<file path="config.mk">
export PLATFORM = sky130hd
export DESIGN_NAME = uhfi_regs
export DESIGN_NICKNAME = d
export VERILOG_FILES = /design/src/core/uhfi_pkg.sv /design/src/core/uhfi_cnt_if.sv /design/src/core/uhfi_frame_cnt.sv /design/src/core/uhfi_regs.sv
export SDC_FILE = /design/constraint.sdc
export NUM_CORES = 1
export LEC_CHECK = 0
export BUFFER_PORTS_ARGS = -buffer_cell sky130_fd_sc_hd__buf_2
export CORE_UTILIZATION = 57
export DETAILED_ROUTE_END_ITERATION = 8
export PLACE_DENSITY = 0.85
export REMOVE_ABC_BUFFERS = 1
export SLEW_MARGIN = 20
export SYNTH_ARGS = -nofsm -noshare
export SYNTH_HDL_FRONTEND = slang
export SYNTH_SLANG_ARGS = --single-unit
</file>
<file path="constraint.sdc">
create_clock -name i_clk_sys -period 3.5 [get_ports i_clk_sys]
set_clock_uncertainty 0.1 [all_clocks]
set_input_delay 0.175 -clock i_clk_sys [delete_from_list [all_inputs] [get_ports i_clk_sys]]
set_output_delay 0.175 -clock i_clk_sys [all_outputs]
set_load 0.03 [all_outputs]
</file>
<file path="src/core/uhfi_pkg.sv">
// Package for the interrupt mask clear and frame length block.
// Assumes a command-code register port as seen by host software.
`default_nettype none
package uhfi_pkg;
   // ----------------------------------------
   // Command codes
   // ----------------------------------------
   localparam logic [7:0] CMD_MASK_RD = 8'h05;
   localparam logic [7:0] CMD_MASK_WR = 8'h85;
   localparam logic [7:0] CMD_FLC_RD = 8'h0d;
   localparam logic [7:0] CMD_FLC_WR = 8'h8d;
   // ----------------------------------------
   // Field layout and reset values
   // ----------------------------------------
   localparam int MASTER_BIT = 31;
   localparam logic [31:0] MASK_EVENT_BITS = 32'h0000007d;
   localparam logic [31:0] MASK_RST = 32'h80000000;
   localparam int TOGGLE_BIT = 31;
   localparam int BUDGET_LSB = 16;
   localparam int BUDGET_W = 15;
   localparam int LEN_W = 14;
   localparam logic [31:0] FLC_RST = 32'h00002edf;
   localparam logic [13:0] LEN_DEFAULT = 14'h2edf;
   // One bit time of 200/12 = 16 clocks at 200 MHz, so 12.5 Mbit/s
   localparam int CLK_MHZ = 200;
   localparam int BIT_MHZ = 12;
   localparam int BIT_DIV = CLK_MHZ / BIT_MHZ;
   localparam logic [4:0] BIT_DIV_M1 = 5'(BIT_DIV - 1);
   typedef enum logic [1:0] {
      UHFI_ST_IDLE = 2'b01,
      UHFI_ST_RUN = 2'b10
   } uhfi_state_t;
endpackage
`default_nettype wire

</file>
<file path="src/core/uhfi_cnt_if.sv">
// Carries frame counter signals between the register and counter modules.
// Assumes one clock domain.
`timescale 1ns/1ps
`default_nettype none
interface uhfi_cnt_if;
   logic [13:0] frame_length;
   logic interval_toggle;
   logic [14:0] packet_bit_budget;
   logic frame_start_event;
   logic [13:0] frame_bits_left;
   logic remaining_toggle;
   logic [14:0] packet_budget_counter;
   modport regs (output frame_length, interval_toggle, packet_bit_budget,
      input frame_start_event, frame_bits_left, remaining_toggle,
      packet_budget_counter);
   modport cnt (input frame_length, interval_toggle, packet_bit_budget,
      output frame_start_event, frame_bits_left, remaining_toggle,
      packet_budget_counter);
endinterface
`default_nettype wire

</file>
<file path="src/core/uhfi_frame_cnt.sv">
// Frame bit-time counter with toggle copy and packet budget load.
// Assumes i_run comes from logic on the same clock.
`timescale 1ns/1ps
`default_nettype none
module uhfi_frame_cnt (
   // Clock and reset
   input wire logic i_clk_sys,
   input wire logic i_rst_n,
   // Control
   input wire logic i_run,
   uhfi_cnt_if.cnt cnt
);
   typedef struct packed {
      uhfi_pkg::uhfi_state_t st;
      logic [4:0] div;
      logic [13:0] left;
      logic tog;
      logic [14:0] budget;
      logic sof;
   } uhfi_cnt_t;
   uhfi_cnt_t s_r, s_nxt;
   logic bit_en;

   assign bit_en = (s_r.div == uhfi_pkg::BIT_DIV_M1);

   always_comb begin
      s_nxt = s_r;
      s_nxt.sof = 1'b0;
      s_nxt.div = bit_en ? 5'h00 : s_r.div + 5'h01;
      unique case (s_r.st)
         uhfi_pkg::UHFI_ST_IDLE: begin
            if (i_run) begin
               s_nxt.st = uhfi_pkg::UHFI_ST_RUN;
               s_nxt.left = cnt.frame_length;
               s_nxt.budget = cnt.packet_bit_budget;
               s_nxt.sof = 1'b1;
            end
         end
         uhfi_pkg::UHFI_ST_RUN: begin
            if (!i_run) begin
               s_nxt.st = uhfi_pkg::UHFI_ST_IDLE;
            end else if (bit_en) begin
               if (s_r.left == 14'h0000) begin
                  s_nxt.left = cnt.frame_length;
                  s_nxt.tog = cnt.interval_toggle;
                  s_nxt.budget = cnt.packet_bit_budget;
                  s_nxt.sof = 1'b1;
               end else begin
                  s_nxt.left = s_r.left - 14'h0001;
               end
            end
         end
      endcase
   end

   always_ff @(posedge i_clk_sys or negedge i_rst_n) begin
      if (!i_rst_n) begin
         s_r <= '{uhfi_pkg::UHFI_ST_IDLE, 5'h00, 14'h0000, 1'b0,
            15'h0000, 1'b0};
      end else begin
         s_r <= s_nxt;
      end
   end

   assign cnt.frame_start_event = s_r.sof;
   assign cnt.frame_bits_left = s_r.left;
   assign cnt.remaining_toggle = s_r.tog;
   assign cnt.packet_budget_counter = s_r.budget;
endmodule
`default_nettype wire

</file>
<file path="src/core/uhfi_regs.sv">
// Interrupt mask clear and frame length registers on the command port.
// Assumes host command strobes and event flags are synchronous to i_clk_sys.
//
// Summary of operation
// - Writing one clears matching enable bit
// - Writing zero leaves enable bit unchanged
// - Clear register reads back the mask
// - Mask clear uses codes 05 and 85
// - Bit 31 one clears master gate
// - Master gate reads set after reset
// - Event bits 6,5,4,3,2,0; others reserved
// - Frame length uses codes 0D and 8D
// - Fourteen-bit frame length in bits 13:0
// - Frame length defaults to 11999
// - Soft reset restores default frame length
// - Budget loaded into counter each frame
// - Interrupt needs flag, enable and master
// - Counter reloads from length at zero
// - Toggle copied to remaining toggle
`timescale 1ns/1ps
`default_nettype none
module uhfi_regs (
   // Clock and reset
   input wire logic i_clk_sys,
   input wire logic i_rst_n,
   // Command port
   input wire logic i_cmd_valid,
   input wire logic [7:0] i_cmd_code,
   input wire logic [31:0] i_wdata,
   output logic [31:0] o_rdata,
   output logic o_rvalid,
   // Controller control
   input wire logic i_controller_soft_reset,
   input wire logic i_run,
   // Events and interrupt
   input wire logic [31:0] i_irq_event_flags,
   output logic o_irq,
   // Frame counter state
   output logic [13:0] o_frame_bits_left,
   output logic o_remaining_toggle,
   output logic [14:0] o_packet_budget_counter,
   output logic o_frame_start_event
);
   // ----------------------------------------
   // State
   // ----------------------------------------
   typedef struct packed {
      logic [31:0] mask;
      logic [31:0] flc;
      logic [31:0] rdata;
      logic rvalid;
      logic irq;
   } uhfi_regs_t;
   uhfi_regs_t s_r, s_nxt;
   logic wr_mask, wr_flc, rd_mask, rd_flc;

   uhfi_cnt_if cif ();

   uhfi_frame_cnt u_cnt (
      .i_clk_sys(i_clk_sys),
      .i_rst_n(i_rst_n),
      .i_run(i_run),
      .cnt(cif.cnt)
   );

   // Only defined bits survive a write
   function automatic logic [31:0] keep_defined(input logic [31:0] v);
      keep_defined = v & (uhfi_pkg::MASK_EVENT_BITS
         | (32'h1 << uhfi_pkg::MASTER_BIT));
   endfunction

   // Command decode, shared by all four strobes
   function automatic logic cmd_hit(input logic valid, input logic [7:0] code,
      input logic [7:0] want);
      cmd_hit = valid && (code == want);
   endfunction

   // ----------------------------------------
   // Decode
   // ----------------------------------------
   assign rd_mask =
      cmd_hit(i_cmd_valid, i_cmd_code, uhfi_pkg::CMD_MASK_RD);
   assign wr_mask =
      cmd_hit(i_cmd_valid, i_cmd_code, uhfi_pkg::CMD_MASK_WR);
   assign rd_flc =
      cmd_hit(i_cmd_valid, i_cmd_code, uhfi_pkg::CMD_FLC_RD);
   assign wr_flc =
      cmd_hit(i_cmd_valid, i_cmd_code, uhfi_pkg::CMD_FLC_WR);

   always_comb begin
      s_nxt = s_r;
      s_nxt.rvalid = rd_mask || rd_flc;
      if (wr_mask) begin
         // Zeros keep bits, ones clear them, including master
         s_nxt.mask = s_r.mask & ~keep_defined(i_wdata);
      end
      if (wr_flc) begin
         s_nxt.flc = i_wdata & 32'hffff3fff;
      end
      // Soft reset wins over a same-cycle write for length bits 13:0 and the master bit
      if (i_controller_soft_reset) begin
         s_nxt.flc[uhfi_pkg::LEN_W-1:0] = uhfi_pkg::LEN_DEFAULT;
         // Master gate comes back set, as after power-up
         s_nxt.mask[uhfi_pkg::MASTER_BIT] = 1'b1;
      end
      if (rd_mask) begin
         s_nxt.rdata = s_r.mask;
      end else if (rd_flc) begin
         s_nxt.rdata = s_r.flc;
      end
      // Event enables reset clear and nothing here sets them,
      // so the request stays low until an enable source is added
      s_nxt.irq = s_r.mask[uhfi_pkg::MASTER_BIT]
         && |(i_irq_event_flags & s_r.mask
         & uhfi_pkg::MASK_EVENT_BITS);
   end

   always_ff @(posedge i_clk_sys or negedge i_rst_n) begin
      if (!i_rst_n) begin
         // Master gate set after hardware reset
         s_r <= '{uhfi_pkg::MASK_RST, uhfi_pkg::FLC_RST, 32'h00000000,
            1'b0, 1'b0};
      end else begin
         s_r <= s_nxt;
      end
   end

   assign cif.frame_length = s_r.flc[uhfi_pkg::LEN_W-1:0];
   assign cif.interval_toggle = s_r.flc[uhfi_pkg::TOGGLE_BIT];
   assign cif.packet_bit_budget =
      s_r.flc[uhfi_pkg::BUDGET_LSB +: uhfi_pkg::BUDGET_W];
   assign o_rdata = s_r.rdata;
   assign o_rvalid = s_r.rvalid;
   assign o_irq = s_r.irq;
   assign o_frame_bits_left = cif.frame_bits_left;
   assign o_remaining_toggle = cif.remaining_toggle;
   assign o_packet_budget_counter = cif.packet_budget_counter;
   assign o_frame_start_event = cif.frame_start_event;
endmodule
`default_nettype wire

</file>
=== Yosys cells after proc, flatten, opt, wreduce, memory -nomap -nowiden ===
Cells that the tools add are included.

* Bits in registers: 134
* Input port bits: 77
* Logic and storage cells: 63

* Add/subtract/negate cells: 2
* Eq/ne operators: 12
* Multiplexer cells: 18
* Bitwise logic cells: 3
* Reductions and logical operators: 15

{| class="wikitable"
|+ Operators by type and width
! cell !! number
|-
| $mux 32 || 3
|-
| $mux 31 || 2
|-
| $mux 14 || 4
|-
| $and 32x32->32 || 1
|-
| $not 32->32 || 1
|-
| $pmux 16 s2 || 1
|-
| $pmux 14 s2 || 1
|-
| $mux 17 || 1
|-
| $eq 8x8->1 const B || 2
|-
| $mux 16 || 1
|-
| $logic_not 14->1 || 1
|-
| $sub 14x1->14 const B || 1
|-
| $eq 8x3->1 const B || 1
|-
| $eq 8x4->1 const B || 1
|-
| $reduce_and 4->1 || 2
|-
| $and 7x7->7 || 1
|-
| $ne 2x2->1 const B || 3
|-
| $reduce_bool 2->1 || 3
|-
| $reduce_or 6->1 || 1
|-
| $add 5x1->5 const B || 1
|-
| $eq 5x4->1 const B || 1
|-
| $logic_and 1x1->1 || 5
|-
| $mux 5 || 1
|-
| $mux 2 || 2
|-
| 8 further kinds || 9
|}

=== Depth between registers and ports, before layout ===
* Depth in word-level cells: 5
* Gate-level depth with buffers: 8

=== Hierarchy ===
Synthesis repeated with hierarchy kept, for this count alone.

* Cells, all modules: 478
* Area total of the unflattened synthesis: 5305.1 µm²

{| class="wikitable"
|+ By module, submodules not included
! module !! times used !! cells an instance !! area each (µm²) !! sequential area each (µm²)
|-
| uhfi_regs || 1 || 277 || 3195.6 || 1741.7
|-
| uhfi_frame_cnt || 1 || 201 || 2109.5 || 952.2
|}

=== Worst setup path after synthesis ===
OpenSTA, ideal clock, no wires.

* Path kind: reg-to-reg
* From: register u_cnt.s_r, in the netlist u_cnt.cnt.frame_bits_left[0]
* To: register u_cnt.s_r, in the netlist u_cnt.cnt.frame_bits_left[10]
* Arrival: 1701 ps
* Setup slack: 1573 ps
* Stages on the path, launching flop included: 7
* Buffers on the path: 0
* Path through: dfrtp_1 > inv_1 > ha_1 > nor3b_1 > nand4_1 > a311oi_1 > nor3_1

* Word-level cells in the longest chain between the ends: 5

{| class="wikitable"
|+ RTL lines
! what !! line !! text
|-
| start: declaration || uhfi_frame_cnt.sv:21 || <nowiki>uhfi_cnt_t s_r, s_nxt;</nowiki>
|-
| start signal: assignment || uhfi_frame_cnt.sv:58 || <nowiki>s_r <= '{uhfi_pkg::UHFI_ST_IDLE, 5'h00, 14'h0000, 1'b0,</nowiki>
|-
| start signal: assignment || uhfi_frame_cnt.sv:61 || <nowiki>s_r <= s_nxt;</nowiki>
|-
| $sub 14x1->14 / $logic_not 14->1 (equally long branches) || uhfi_frame_cnt.sv:49, uhfi_frame_cnt.sv:43 ||
|-
| $mux 14 * || uhfi_frame_cnt.sv:43 || <nowiki>if (s_r.left == 14'h0000) begin</nowiki>
|-
| $mux 31 * || uhfi_frame_cnt.sv:42 || <nowiki>end else if (bit_en) begin</nowiki>
|-
| $mux 31 * || uhfi_frame_cnt.sv:40 || <nowiki>if (!i_run) begin</nowiki>
|-
| $pmux 14 s2 * || uhfi_frame_cnt.sv:30 || <nowiki>unique case (s_r.st)</nowiki>
|}

Mark *: on every way between the ends. The rest lies on a longest branch, timed or not. The select of a mux whose other input is x is not followed.
A chain may end at the register's enable or synchronous reset.

=== Worst setup path after layout ===
Ends and elaborated chain as after synthesis.

==> results.md <==
- Clk sink count: 107
- Pwr dens: 481 nW/um^2
- Setup violators final: 0
- R2R setup slack: 0.96 ns
- Number of buffers added on ports: 111
- Leakage: 3.01 nW
- Min-Delay Path Class: in -> reg
- First-pass GRT wire length: 21000 um
- Dpl cells: 710
- Area growth syn-to-layout: 13.2%
- Setup TNS: 0 ns
- Final ANT Viol Nets: 0
- ANT cells: 0
- Clock transition at the registers of the reported paths: 0.11 ns
- Die ar.: 9790 sq um
- Initial Utilization: 58.6%
- Share of cells above drive strength 1: 24.9%
- Clock Path Buffers: 2
- Clk Latency, worst-skew pair: 0.37 ns
- FF-to-FF Start: u_cnt.cnt.frame_bits_left[0]
- DR WL/cell: 16.5 um
- Fin util: 66.3%
- Detailed Place HPWL: 8230 um
- Std-Cell Rows: 35
- Worst path cell trace: inv_1, ha_1, nor3b_1, nand4_1, a311oi_1, nor3_1
- Hold path start: i_irq_event_flags[6]
- Initial antenna violation count: 0
- Worst reg2reg path depth: 6
- Actual slew at the worst max-slew pin: 0.952 ns
- Top post-synthesis cells by area: dfrtp_1, nand2_1, buf_4
- Worst Path Arrival: 2.69 ns
- Slowest CP cell: nor3b_1
- Cell variety after synth: 62
- Largest net degree at the start of global routing: 62
- GPL Wtd Cong: 0.989
- Sequential fraction of the synthesis area: 50.3%
- Family with the most delay on the worst path: simple AND/OR/NAND/NOR gates
- I/O pins: 142
- Core box area: 9150 sq um
- Post-synth EDFFs: 0
- Largest area contributor in the netlist: dfrtp_1
- Worst slew margin: 36.4%
- Hold Path Depth: 3
- CP Data Required Time: 3.66 ns
- GRT Util Overall: 27.2%
- F_max: 394 MHz
- Share of the synthesized area in the top cell type: 43.9%
- Design Power: 2.92 mW
- CP endpoint kind: flop
- Non-filler cells, final: 758
- Worst Path Max Fanout: 6
- Hold Path Sink: o_irq
- Post-synth ARST share: 100%
- RR Endpoint: u_cnt.cnt.frame_bits_left[10]
- Critical Setup Path Class: reg -> reg
- Vias post-DR: 4360
- RSZ-0062 raised after global routing: no
- Warnings, synthesis: 0
- Vias in the first global route: 4249
- Peak per-stage delay on the critical path: 0.80 ns
- Max-cap violations: 0
- Grt ovf: 0
- Status: complete, no violations
- Vias per std cell: 5.75
- Synthesized area per cell: 9.43 sq um
- Fin nets: 722
- Initial DRC count: 302
- Root Buffer: clkbuf_8
- CTS tree: done
- Drt pass-1 iters: 5
- H-tree depth: 3
- Final Hold Viols: 0
- Worst path bufs/invs: 1
- Die Y: 99.0 um
- Die extent in x: 99.0 um
- Syn Inst Count: 568
- Clock buffer count from CTS: 9
- Setup repair bufs after CTS: 0
- Max-slew violations: 0
- # DRC: 0
- Post-synthesis register bit count: 107
- Routed WL: 12500 um
- Min Tclk post-route: 2.54 ns
- Min Hold Slack: 0.0161 ns
- Netlist Area Pre-Place: 5360 sq um
- VDD IR max: 0.358 mV
- Ys flop type: dfrtp_1
- Startpoint Class: flop
- Period utilization: 72.5%
worst register-to-register path, cell delays in order (launching register included):
cell and delay [ns]:
dfrtp_1 0.47, inv_1 0.15, ha_1 0.27, nor3b_1 0.80, nand4_1 0.22, a311oi_1 0.36, nor3_1 0.07
metal layers:
metal	GRT usage [%]	wire length, um	part of all wire [%]	up-vias
met3	2.84	733	5.9	28
met5	0	0	0	-
met2	44.3	6240	50	209
met1	36.8	5210	42	2100
met4	12.9	322	2.6	0
li1	-	-	-	2023
report_power, final:
group / switching (mW) / internal (mW)
sequential: 0.146 / 1.32
clock: 0.450 / 0.351
combinational: 0.411 / 0.235
total: 1.01 / 1.91
flip-flops by register name, summed over array words and instances, names as in the netlist:
name and cells:
o_rdata 30, cif.packet_bit_budget 15, u_cnt.cnt.packet_budget_counter 15, cif.frame_length 14
u_cnt.cnt.frame_bits_left 14, s_r 7, u_cnt.s_r 7, cif.interval_toggle 1
o_irq 1, o_rvalid 1, u_cnt.cnt.frame_start_event 1, u_cnt.cnt.remaining_toggle 1
cells in the mapped netlist, types with 3 or more instances:
cell type and instances:
nand2_1 149, dfrtp_1 94, buf_4 61, o21ai_0 37, nor2_1 24, a21oi_1 16
clkbuf_1 16, a22o_1 15, dfstp_2 13, nand3b_1 11, mux2i_1 10, inv_1 9
buf_2 8, a21boi_0 6, nor3_1 6, a31oi_1 5, nand3_1 5, o22ai_1 5
a22oi_1 4, nand2b_1 4, o221ai_1 4, a21o_1 3, and2_1 3, ha_1 3
nor2b_1 3, o211ai_1 3, xnor2_1 3
layout by cell type, fill, tap and decap left out, types with 4 or more instances in the layout:
cell	synthesis	final
clkbuf_8	0	9
a21oi_1	16	16
o221ai_1	4	4
dfstp_2	13	13
a22oi_1	4	4
o21ai_0	37	37
nand3b_1	11	11
buf_2	8	110
a21boi_0	6	6
a31oi_1	5	5
o22ai_1	5	5
nand2_1	149	149
nand3_1	5	5
dfrtp_1	94	94
mux2i_1	10	10
a22o_1	15	15
nor2_1	24	23
nand2b_1	4	4
buf_4	61	8
inv_1	9	9
dlygate4sd3_1	0	32
nor3_1	6	6
cell families (layout without fill, tap and decap cells):
| logic type | after synthesis | in the layout | synth area share (%) |
|---|---|---|---|
| AND/OR/NAND/NOR | 227 | 227 | 19.8 |
| AO/OA/AOI/OAI | 118 | 118 | 14.9 |
| flip-flops | 107 | 107 | 50.3 |
| buffers and inverters | 97 | 175 | 11.5 |
| multiplexers | 10 | 10 | 1.87 |
| XOR/XNOR | 5 | 5 | 0.817 |
| adder cells (fa/ha/maj) | 3 | 3 | 0.701 |
| other | 1 | 2 | 0.0700 |
cell type report:
class	instances	area [sq um]
Multi-Input combinational cell	365	2050
Timing Repair Buffer	150	931
Clock buffer	9	124
Sequential cell	107	2690
Clock inverter	7	91.3
Tap cell	111	139
Inverter	9	33.8
Fill cell	713	3090
repair_timing:
| action | 4_1_cts | 5_1_grt |
|---|---|---|
| endpoints found under the hold margin | 91 | 0 |
| resized for setup | 0 | 0 |
| hold buffers | 32 | 0 |
worst max-delay path by stage:
stage	end	slack [ns]	cells past startpoint	start
after floorplan	o_rdata[0]	1.14	4	i_cmd_code[5]
after global placement	u_cnt.cnt.frame_bits_left[7]	1.11	7	u_cnt.cnt.frame_bits_left[0]
after detailed placement	u_cnt.cnt.frame_bits_left[7]	1.10	7	u_cnt.s_r[31]
after CTS	u_cnt.cnt.frame_bits_left[7]	1.06	7	u_cnt.s_r[31]
after global routing	u_cnt.cnt.frame_bits_left[7]	0.82	7	u_cnt.s_r[31]
final	u_cnt.cnt.frame_bits_left[10]	0.96	6	u_cnt.cnt.frame_bits_left[0]
per-stage QoR:
step           instance area (sq um)  worst slack, ns
4_1_cts                         6070             1.06
6_report                        6070            0.963
2_1_floorplan                   4780             1.14
3_5_place_dp                    5530             1.10
3_3_place_gp                    5530             1.11
5_1_grt                         6070            0.817
(Power assumes the default switching activity.)
